File: src/lbr_loop_defines.vh
// Constants for the local block-repeat loop controller
`ifndef LBR_LOOP_DEFINES_VH
`define LBR_LOOP_DEFINES_VH

// ----------------------------------------
// Register byte offsets
// ----------------------------------------
`define LBR_OFS_CNT0      8'h00
`define LBR_OFS_CNT1      8'h04
`define LBR_OFS_SAVE1     8'h08
`define LBR_OFS_START0    8'h0C
`define LBR_OFS_END0      8'h10
`define LBR_OFS_START1    8'h14
`define LBR_OFS_END1      8'h18
`define LBR_OFS_CTRL      8'h1C
`define LBR_OFS_STATUS    8'h20
`define LBR_OFS_FLOWCTX   8'h24

// ----------------------------------------
// Field positions
// ----------------------------------------
`define LBR_CTRL_LEGACY   0
`define LBR_CTRL_REPEAT_ACTIVE_FLAG     1
`define LBR_ST_ACT0       0
`define LBR_ST_ACT1       1
`define LBR_ST_FITERR     2
`define LBR_ST_CBTAKEN    3

// ----------------------------------------
// Reset values and sizes
// ----------------------------------------
`define LBR_RST_ZERO      32'h0000_0000
`define LBR_IBQ_BYTES     9'h080
`define LBR_CB_CYCLES     2'h3

`endif

File: src/lbr_loop_ctrl.v
// Local block-repeat loop controller with APB register access
`timescale 1ns/1ns
`include "lbr_loop_defines.vh"

// Notes on behaviour
// - Level 0 runs count0 plus one times
// - Nested level runs save1 plus one times
// - Start0 loaded in address phase
// - End0 computed in address phase
// - Count0 decremented at last decode, nonzero
// - Count0 holds zero after loop ends
// - Save1 copied into count1 at repeat
// - Start1 and end1 loaded in address phase
// - Count1 decremented at last decode, nonzero
// - Save1 never changed by the loop
// - Body must fit aligned instruction queue
// - Local repeats may nest
// - Forward conditional branch takes three cycles
// - Legacy mode uses level 0 only
// - Legacy flag set on entry, cleared at end
// - Clearing legacy flag stops the loop
// - Flag captured on interrupt, cleared far
module lbr_loop_ctrl #(
    parameter AW = 24,
    parameter CW = 16
) (
    // Clock, reset, enable
    input  wire          i_ref_clk,
    input  wire          i_rst_n,
    input  wire          i_ce,
    // APB slave
    input  wire          i_psel,
    input  wire          i_penable,
    input  wire          i_pwrite,
    input  wire [7:0]    i_paddr,
    input  wire [31:0]   i_pwdata,
    output reg  [31:0]   o_prdata,
    output wire          o_pready,
    output wire          o_pslverr,
    // Address phase of the repeat instruction
    input  wire          i_ad_rpt,
    input  wire [AW-1:0] i_ad_first_addr,
    input  wire [7:0]    i_ad_body_bytes,
    input  wire [3:0]    i_ad_last_size,
    input  wire          i_ad_last_par,
    // Decode phase
    input  wire          i_dc_valid,
    input  wire [AW-1:0] i_dc_addr,
    // Forward conditional branch and condition
    input  wire          i_cb_req,
    input  wire          i_cond_set,
    input  wire          i_cond_val,
    // Control-flow events
    input  wire          i_exit_branch,
    input  wire          i_far_branch,
    input  wire          i_int_ack,
    // Fetch redirect and branch result
    output reg           o_redirect,
    output reg  [AW-1:0] o_redirect_addr,
    output reg           o_cb_done,
    output reg           o_cb_taken,
    output wire          o_cb_busy,
    output wire          o_loop_active,
    output wire          o_legacy_mode,
    output wire          o_flow_ctx_flag
);

    // ----------------------------------------
    // State
    // ----------------------------------------
    reg [CW-1:0] cnt0_q, cnt1_q, save1_q;
    reg [AW-1:0] start0_q, end0_q, start1_q, end1_q;
    reg          act0_q, act1_q, legacy_q, repeat_active_flag_q, fit_err_q, flow_ctx_q;
    reg          cond_q;
    reg [1:0]    cb_cnt_q;
    reg          cb_cond_q;

    // Zero-extend a count or address to 32-bit read data
    function [31:0] lbr_zext_cnt;
        input [CW-1:0] v;
        begin
            lbr_zext_cnt = {{(32-CW){1'b0}}, v};
        end
    endfunction

    function [31:0] lbr_zext_addr;
        input [AW-1:0] v;
        begin
            lbr_zext_addr = {{(32-AW){1'b0}}, v};
        end
    endfunction

    // ----------------------------------------
    // APB decode
    // ----------------------------------------
    wire wr_en   = i_psel & i_penable & i_pwrite;
    wire rd_setup = i_psel & ~i_penable & ~i_pwrite;
    reg  hit;
    reg  [31:0] rd_mux;

    // Zero-wait slave
    assign o_pready  = 1'b1;
    assign o_pslverr = i_psel & i_penable & ~hit;

    // Read data selection
    always @* begin
        hit    = 1'b1;
        rd_mux = `LBR_RST_ZERO;
        case (i_paddr)
            `LBR_OFS_CNT0:    rd_mux = lbr_zext_cnt(cnt0_q);
            `LBR_OFS_CNT1:    rd_mux = lbr_zext_cnt(cnt1_q);
            `LBR_OFS_SAVE1:   rd_mux = lbr_zext_cnt(save1_q);
            `LBR_OFS_START0:  rd_mux = lbr_zext_addr(start0_q);
            `LBR_OFS_END0:    rd_mux = lbr_zext_addr(end0_q);
            `LBR_OFS_START1:  rd_mux = lbr_zext_addr(start1_q);
            `LBR_OFS_END1:    rd_mux = lbr_zext_addr(end1_q);
            `LBR_OFS_CTRL:    rd_mux = {30'h0000_0000, repeat_active_flag_q, legacy_q};
            `LBR_OFS_STATUS:  rd_mux = {28'h000_0000, o_cb_taken, fit_err_q, act1_q, act0_q};
            `LBR_OFS_FLOWCTX: rd_mux = {31'h0000_0000, flow_ctx_q};
            default:          hit = 1'b0;
        endcase
    end

    // ----------------------------------------
    // Loop event decode
    // ----------------------------------------
    wire          sw_clr_repeat_active_flag = wr_en & (i_paddr == `LBR_OFS_CTRL) & ~i_pwdata[`LBR_CTRL_REPEAT_ACTIVE_FLAG];
    wire          nest1    = i_ad_rpt & act0_q & ~act1_q & ~legacy_q;
    wire          enter0   = i_ad_rpt & ~nest1 & (~act0_q | legacy_q);
    wire          end1_hit = i_dc_valid & act1_q & (i_dc_addr == end1_q);
    wire          end0_hit = i_dc_valid & act0_q & ~end1_hit & (i_dc_addr == end0_q);
    wire [AW-1:0] ad_end   = i_ad_first_addr + {{(AW-8){1'b0}}, i_ad_body_bytes}
                             - {{(AW-4){1'b0}}, i_ad_last_size};
    wire [8:0]    fit_sum  = {7'h00, i_ad_first_addr[1:0]} + {1'b0, i_ad_body_bytes};
    wire          fit_bad  = i_ad_rpt & ((fit_sum > `LBR_IBQ_BYTES) |
                             ((fit_sum == `LBR_IBQ_BYTES) & ~i_ad_last_par));

    assign o_loop_active  = act0_q | act1_q;
    assign o_legacy_mode  = legacy_q;
    assign o_flow_ctx_flag = flow_ctx_q;
    assign o_cb_busy      = (cb_cnt_q != 2'h0);

    // ----------------------------------------
    // APB read data register
    // ----------------------------------------
    always @(posedge i_ref_clk) begin
        if (!i_rst_n) begin
            o_prdata <= `LBR_RST_ZERO;
        end else if (i_ce && rd_setup) begin
            o_prdata <= rd_mux;
        end
    end

    // ----------------------------------------
    // Level 0 loop state
    // ----------------------------------------
    always @(posedge i_ref_clk) begin
        if (!i_rst_n) begin
            cnt0_q   <= {CW{1'b0}};
            start0_q <= {AW{1'b0}};
            end0_q   <= {AW{1'b0}};
            act0_q   <= 1'b0;
        end else if (i_ce) begin
            // Software writes, overridden by loop events below
            if (wr_en && i_paddr == `LBR_OFS_CNT0) cnt0_q <= i_pwdata[CW-1:0];
            if (wr_en && i_paddr == `LBR_OFS_START0) start0_q <= i_pwdata[AW-1:0];
            if (wr_en && i_paddr == `LBR_OFS_END0) end0_q <= i_pwdata[AW-1:0];
            if (enter0) begin
                act0_q   <= 1'b1;
                start0_q <= i_ad_first_addr;
                end0_q   <= ad_end;
            end else if (end0_hit) begin
                if (cnt0_q != {CW{1'b0}}) begin
                    cnt0_q <= cnt0_q - {{(CW-1){1'b0}}, 1'b1};
                end else begin
                    act0_q <= 1'b0;
                end
            end else if (i_exit_branch && !act1_q) begin
                act0_q <= 1'b0;
            end else if (legacy_q && (sw_clr_repeat_active_flag || i_far_branch)) begin
                act0_q <= 1'b0;
            end
        end
    end

    // ----------------------------------------
    // Level 1 loop state
    // ----------------------------------------
    always @(posedge i_ref_clk) begin
        if (!i_rst_n) begin
            cnt1_q   <= {CW{1'b0}};
            save1_q  <= {CW{1'b0}};
            start1_q <= {AW{1'b0}};
            end1_q   <= {AW{1'b0}};
            act1_q   <= 1'b0;
        end else if (i_ce) begin
            if (wr_en && i_paddr == `LBR_OFS_SAVE1) save1_q <= i_pwdata[CW-1:0];
            if (wr_en && i_paddr == `LBR_OFS_CNT1 && !legacy_q) cnt1_q <= i_pwdata[CW-1:0];
            if (wr_en && i_paddr == `LBR_OFS_START1 && !legacy_q) start1_q <= i_pwdata[AW-1:0];
            if (wr_en && i_paddr == `LBR_OFS_END1 && !legacy_q) end1_q <= i_pwdata[AW-1:0];
            if (nest1) begin
                act1_q   <= 1'b1;
                cnt1_q   <= save1_q;
                start1_q <= i_ad_first_addr;
                end1_q   <= ad_end;
            end else if (end1_hit) begin
                if (cnt1_q != {CW{1'b0}}) begin
                    cnt1_q <= cnt1_q - {{(CW-1){1'b0}}, 1'b1};
                end else begin
                    act1_q <= 1'b0;
                end
            end else if (i_exit_branch || legacy_q) begin
                act1_q <= 1'b0;
            end
        end
    end

    // ----------------------------------------
    // Mode, active flag and context capture
    // ----------------------------------------
    always @(posedge i_ref_clk) begin
        if (!i_rst_n) begin
            legacy_q   <= 1'b0;
            repeat_active_flag_q     <= 1'b0;
            flow_ctx_q <= 1'b0;
            fit_err_q  <= 1'b0;
        end else if (i_ce) begin
            if (wr_en && i_paddr == `LBR_OFS_CTRL) begin
                legacy_q <= i_pwdata[`LBR_CTRL_LEGACY];
                repeat_active_flag_q   <= i_pwdata[`LBR_CTRL_REPEAT_ACTIVE_FLAG];
            end
            if (i_far_branch) repeat_active_flag_q <= 1'b0;
            // End of level 0 in legacy mode clears flag
            if (legacy_q && end0_hit && cnt0_q == {CW{1'b0}}) repeat_active_flag_q <= 1'b0;
            if (legacy_q && enter0) repeat_active_flag_q <= 1'b1;
            if (i_int_ack) flow_ctx_q <= repeat_active_flag_q;
            else if (wr_en && i_paddr == `LBR_OFS_FLOWCTX) flow_ctx_q <= i_pwdata[0];
            // Sticky fit error, write one clears, set wins
            if (wr_en && i_paddr == `LBR_OFS_STATUS && i_pwdata[`LBR_ST_FITERR]) fit_err_q <= 1'b0;
            if (fit_bad) fit_err_q <= 1'b1;
        end
    end

    // ----------------------------------------
    // Fetch redirect at loop end
    // ----------------------------------------
    always @(posedge i_ref_clk) begin
        if (!i_rst_n) begin
            o_redirect      <= 1'b0;
            o_redirect_addr <= {AW{1'b0}};
        end else if (i_ce) begin
            o_redirect <= (end1_hit && cnt1_q != {CW{1'b0}}) ||
                          (end0_hit && cnt0_q != {CW{1'b0}});
            if (end1_hit) o_redirect_addr <= start1_q;
            else if (end0_hit) o_redirect_addr <= start0_q;
        end
    end

    // ----------------------------------------
    // Forward conditional branch timing
    // ----------------------------------------
    always @(posedge i_ref_clk) begin
        if (!i_rst_n) begin
            cond_q     <= 1'b0;
            cb_cnt_q   <= 2'h0;
            cb_cond_q  <= 1'b0;
            o_cb_done  <= 1'b0;
            o_cb_taken <= 1'b0;
        end else if (i_ce) begin
            if (i_cond_set) cond_q <= i_cond_val;
            o_cb_done <= 1'b0;
            if (cb_cnt_q == 2'h0) begin
                if (i_cb_req) begin
                    cb_cnt_q  <= `LBR_CB_CYCLES - 2'h1;
                    cb_cond_q <= cond_q;
                end
            end else begin
                cb_cnt_q <= cb_cnt_q - 2'h1;
                if (cb_cnt_q == 2'h1) begin
                    o_cb_done  <= 1'b1;
                    o_cb_taken <= cb_cond_q;
                end
            end
        end
    end

endmodule // lbr_loop_ctrl

File: config.mk
export PLATFORM = sky130hd
export DESIGN_NAME = lbr_loop_ctrl
export DESIGN_NICKNAME = d
export VERILOG_FILES = /design/src/lbr_loop_ctrl.v
export VERILOG_INCLUDE_DIRS = /design/src
export SDC_FILE = /design/constraint.sdc
export NUM_CORES = 1
export LEC_CHECK = 0
export BUFFER_PORTS_ARGS = -buffer_cell sky130_fd_sc_hd__buf_2
export CAP_MARGIN = 25
export CORE_MARGIN = 1
export CORE_UTILIZATION = 57
export DETAILED_ROUTE_END_ITERATION = 7
export PLACE_DENSITY = 0.87
export SYNTH_ARGS = -nofsm -noshare
export SYNTH_HDL_FRONTEND = slang
export SYNTH_SLANG_ARGS = --single-unit
export TNS_END_PERCENT = 50
File: constraint.sdc
create_clock -name i_ref_clk -period 3.8 [get_ports i_ref_clk]
set_input_delay 0.19 -clock i_ref_clk [delete_from_list [all_inputs] [get_ports i_ref_clk]]
set_output_delay 0.19 -clock i_ref_clk [all_outputs]
set_load 0.02 [all_outputs]
Word-level counts from Yosys, hierarchy flattened:

Index checks and enable logic that the tools add are counted.

* flip-flop bits (word level): 213
* bits of input ports: 115
* word-level logic and storage cells: 178

* add/subtract/negate cells: 6
* $lt $le $gt $ge: 1
* eq/ne operators: 16
* multiplexer cells: 41
* bitwise gates (word level): 33
* reduce and logical (&&, ||, !) cells: 60

Operator list (count)
* $mux W24: 10
* $pmux W24 S10: 1
* $mux W16: 8
* $eq A24 B24 Y1: 2
* $eq A8 B5 Y1 const B: 4
* $reduce_bool A16 Y1: 2
* $sub A16 B1 Y16 const B: 2
* $add A24 B8 Y24: 1
* $reduce_and A2 Y1: 12
* $sub A24 B4 Y24: 1
* $logic_and A1 B1 Y1: 22
* $mux W1: 20
* $and A1 B1 Y1: 19
* $eq A8 B4 Y1 const B: 2
* $eq A8 B6 Y1 const B: 2
* $logic_not A16 Y1: 1
* $reduce_bool A2 Y1: 8
* $reduce_and A3 Y1: 4
* $not A1 Y1: 11
* $reduce_or A10 Y1: 1
* $add A2 B8 Y9: 1
* $eq A9 B8 Y1 const B: 1
* $gt A9 B8 Y1 const B: 1
* $eq A8 B3 Y1 const B: 1
* other kinds (12): 20

Depth between registers and ports, before layout:

* depth after elaboration: 10
* depth in mapped cells: 13
* depth with buffers taken out: 13

Worst setup path after synthesis:

Ideal clock, no wire load.

* path type: input to register
* start: input i_ad_first_addr[1]
* end: register end0_q[22]
* setup time: 0.095 ns
* arrival: 2.962 ns
* path slack: 0.743 ns
* cell stages on the path: 12
* buffers on the path: 0
* cell sequence: inv_1 > fa_1 > inv_1 > fa_1 > a21oi_1 > o211ai_1 > a32o_1 > o41ai_2 > o21bai_1 > a41oi_2 > xor2_1 > a221oi_1

* word-level cells in the longest chain between the ends: 3

Ends and longest elaborated chain
* start, declared: line lbr_loop_ctrl.v:42 `input wire [AW-1:0] i_ad_first_addr,`
* $add A24 B8 Y24: line lbr_loop_ctrl.v:132 `wire [AW-1:0] ad_end = i_ad_first_addr + {{(AW-8){1'b0}}, i_ad_body_bytes}`
* $sub A24 B4 Y24: line lbr_loop_ctrl.v:133 `- {{(AW-4){1'b0}}, i_ad_last_size};`
* $mux W24: line lbr_loop_ctrl.v:168 `if (enter0) begin`
* end signal, assigned: line lbr_loop_ctrl.v:161 `end0_q <= {AW{1'b0}};`
* end signal, assigned: line lbr_loop_ctrl.v:167 `` if (wr_en && i_paddr == `LBR_OFS_END0) end0_q <= i_pwdata[AW-1:0]; ``
* end signal, assigned: line lbr_loop_ctrl.v:171 `end0_q <= ad_end;`
* end, declared: line lbr_loop_ctrl.v:72 `reg [AW-1:0] start0_q, end0_q, start1_q, end1_q;`

Every way passes these cells.
A chain may end at the register's enable or synchronous reset.

Final worst setup path:

* start: input i_ad_first_addr[1]
* end: register end0_q[14]

The elaborated chain is that of the path after synthesis.

==> results.txt <==
R2r endpoint - cnt0_q[5]
Total CTS buffers - 21
Outcome - finished, final reports clean
RePlAce Congestion - 0.9830
Critical path endpoint category - register
M1 WL - 16850 µm
FF-to-FF setup slack - 720 ps
Detailed Route WL - 44820 µm
Num rows - 53
Hold crit path type - in2reg
CP required - 4220 ps
Syn Area/Cell - 7.838 µm²
Smallest hold slack - 8.712 ps
Startpoint types - input pin
First-pass GRT wire length - 68700 µm
Fin. Hold Viols - 0
GRT Residual Overflow - 0
Number of clock sinks - 205
Max-cap violations - 0
Max FO, Critical Path - 5
Post-synth EDFFs - 0
Register-to-Register Path Depth - 9
Vias in the first global route - 12.42k
PortBufs - 162
Max VDD drop - 0.2714 mV
Worst-path clk slew - 60 ps
I/O Pins - 180
Fmax - 0.3203 GHz
GRT Overall Usage - 39.45%
Place WS - 219.1 ps
Ys flop type - dfxtp_1
Fin. max-slew vios - 0
Worst Setup EP - end0_q[14]
Clock Skew - 16.75 ps
Initial Util - 58.84%
Seq cells post-synth - 205
Post-synthesis cell area - 12520 µm²
Root buffer selected by CTS - clkbuf_16
Max Used Layer - met4
Setup WS post-layout - 678.4 ps
Final setup fails - 0
Fin crit period - 3122 ps
DR iter-0 viols - 2141
Initial antenna violation count - 1
Met3 wire len - 6405 µm
Hpwl dp - 31910 µm
Setup CP Type - in2reg
Via count - 13.73k
Crit Reg-Reg Startpoint - end0_q[20]
Core area - 21290 µm²
Pleak - 5.462 nW
Met2 wire len - 18610 µm
Storage cell area - 4104 µm²
Clk_lat worst skew - 510 ps
Share of synthesized area occupied by flip-flops and latches - 32.77%
Pwr/cell area - 378.2 nW/µm²
Drt drc - 0
Drt wl/cell - 22.43 µm
Largest net degree at the start of global routing - 86
Fin crit share - 82.15%
Chip height - 150.2 µm
Count of cell types in the netlist - 79
Htree depth - 1
DIE AREA - 22570 µm²
Nets - 1866
Crit path from - i_ad_first_addr[1]
Worst Path Arrival - 3540 ps
YS warnings - 0
Detail Route Antenna Nets - 0
Slew margin rel. - 28.41%
Die W - 150.2 µm
Multi-input logic area - 7692 µm²
Post-DR vias/cell - 6.872
FFs w/ async S/R, synth - 0%
Post-CTS setup buffer count - 0
Syn Inst Count - 1598
Layout cells sized above 1 - 15.10%
DR pass1 iterations - 8
P&R area growth vs syn - 13.18%
Worst-margin pin slew - 1064 ps
Maximum root-to-sink buffer count - 3
Unrepaired setup endpoints after global routing - false
Filler Cells Inserted - 1788
CTS tree - built
Setup TNS - 0 ps
## logic make-up after synthesis
kind of cell             Yosys count  synth area share (%)
other                              2               0.05996
multiplexers                      42                 3.367
flip-flops                       205                 32.77
AND/OR/NAND/NOR                  498                 18.66
XOR/XNOR                          82                 5.734
adder cells (fa/ha/maj)           42                 4.496
buffers and inverters            187                 6.334
AO/OA/AOI/OAI                    540                 28.58
## per-layer routing
layer | track usage, % | up-vias
met4 | 23.23 | 0
met1 | 52.80 | 6241
li1 | - | 6050
met3 | 9.061 | 251
met2 | 57.80 | 1189
met5 | 0 | -
## synth_stat cells (27+ instances only)
master	instances	share of area, %
inv_1	67	2.0
o21ai_0	132	5.3
clkbuf_1	87	2.6
mux2i_1	41	3.3
a31oi_1	49	2.4
a211oi_1	43	2.6
o211ai_1	51	3.1
dfxtp_1	205	33
nand2_1	180	5.4
xnor2_1	68	4.8
nand3_1	27	1.1
a22oi_1	30	1.8
nor3_1	35	1.4
nor2_1	152	4.6
a21oi_1	116	4.6
ha_1	37	3.7
## worst max-delay path, stage by stage
cell      delay, ps
buf_2           140
inv_1           110
fa_1            540
inv_1            70
fa_1            460
a21oi_1         220
o211ai_1        140
a32o_1          280
o41ai_2         470
o21bai_1        200
xor2_1          410
nand2_1         120
a31oi_1         190
## sequential cells by signal, indices dropped and copies added, names as in the netlist, 24 cells and up
register	cells
end0_q	24
end1_q	24
o_prdata	24
o_redirect_addr	24
start0_q	24
start1_q	24
## worst min path at each step
stage | startpoint | endpoint | slack [ps] | depth (start not counted)
CTS | i_pwdata[14] | save1_q[14] | 0.6 | 3
floorplan | i_pwdata[13] | save1_q[13] | 330 | 2
detailed placement | save1_q[15] | save1_q[15] | 460 | 2
global placement | cond_q | cond_q | 450 | 2
finish | i_pwdata[14] | save1_q[14] | 9 | 3
global route | i_pwdata[13] | save1_q[13] | 20 | 3
## where the power goes
part / internal (mW) / switching, mW / total, mW / leakage, nW
logic: 0.356 / 0.671 / 1.03 / 3.48
clock network: 1.14 / 0.884 / 2.03 / 0.318
registers: 2.22 / 0.0824 / 2.31 / 1.67
## cell type report
class / count / share of cell area, %
timing repair buffer: 200 / 7.980
multi-input combinational: 1213 / 54.27
antenna: 1 / 0.01765
tap: 275 / 2.427
clock inverter: 5 / 0.3531
clock buffer: 31 / 4.184
inverter: 68 / 1.818
sequential: 205 / 28.95
## per-stage QoR
| stage | util [%] | cells | power, mW | area [µm²] |
|---|---|---|---|---|
| after floorplan | - | 1605 | 2.968 | 12550 |
| after global placement | 63.13 | 1952 | 3.286 | 13440 |
| after detailed placement | 63.13 | 1952 | 3.314 | 13440 |
| after CTS | 66.58 | 1997 | 5.283 | 14170 |
| after global routing | 66.58 | 1997 | 5.502 | 14170 |
| final | 66.59 | 1998 | 5.362 | 14170 |
## layout by cell type, fill, tap and decap left out, types with 7 or more instances in the layout
master | synthesis | routed
dfxtp_1 | 205 | 205
nand2_1 | 180 | 180
buf_2 | 13 | 162
nor2_1 | 152 | 148
o21ai_0 | 132 | 132
a21oi_1 | 116 | 114
xnor2_1 | 68 | 68
inv_1 | 67 | 67
o211ai_1 | 51 | 51
a31oi_1 | 49 | 49
a211oi_1 | 43 | 43
mux2i_1 | 41 | 41
ha_1 | 37 | 37
nor3_1 | 35 | 35
a22oi_1 | 30 | 30
buf_4 | 12 | 28
nand3_1 | 27 | 27
a221oi_1 | 24 | 24
nand4_1 | 21 | 21
clkbuf_16 | 0 | 21
a22o_1 | 17 | 17
and2_1 | 14 | 14
xor2_1 | 14 | 14
nor4_1 | 12 | 12
conb_1 | 2 | 9
dlygate4sd3_1 | 0 | 9
and3_1 | 8 | 8
a21o_1 | 8 | 8
o211a_1 | 8 | 8
or3_1 | 8 | 8
o31ai_1 | 8 | 8
clkbuf_1 | 87 | 7
## timing repair
item / 4_1_cts / 5_1_grt
resized for setup: 0 / 0
hold endpoints to repair: 7 / 0
hold buffers: 9 / 0
setup endpoints to repair: 0 / 0
(Power assumes the default switching activity.)
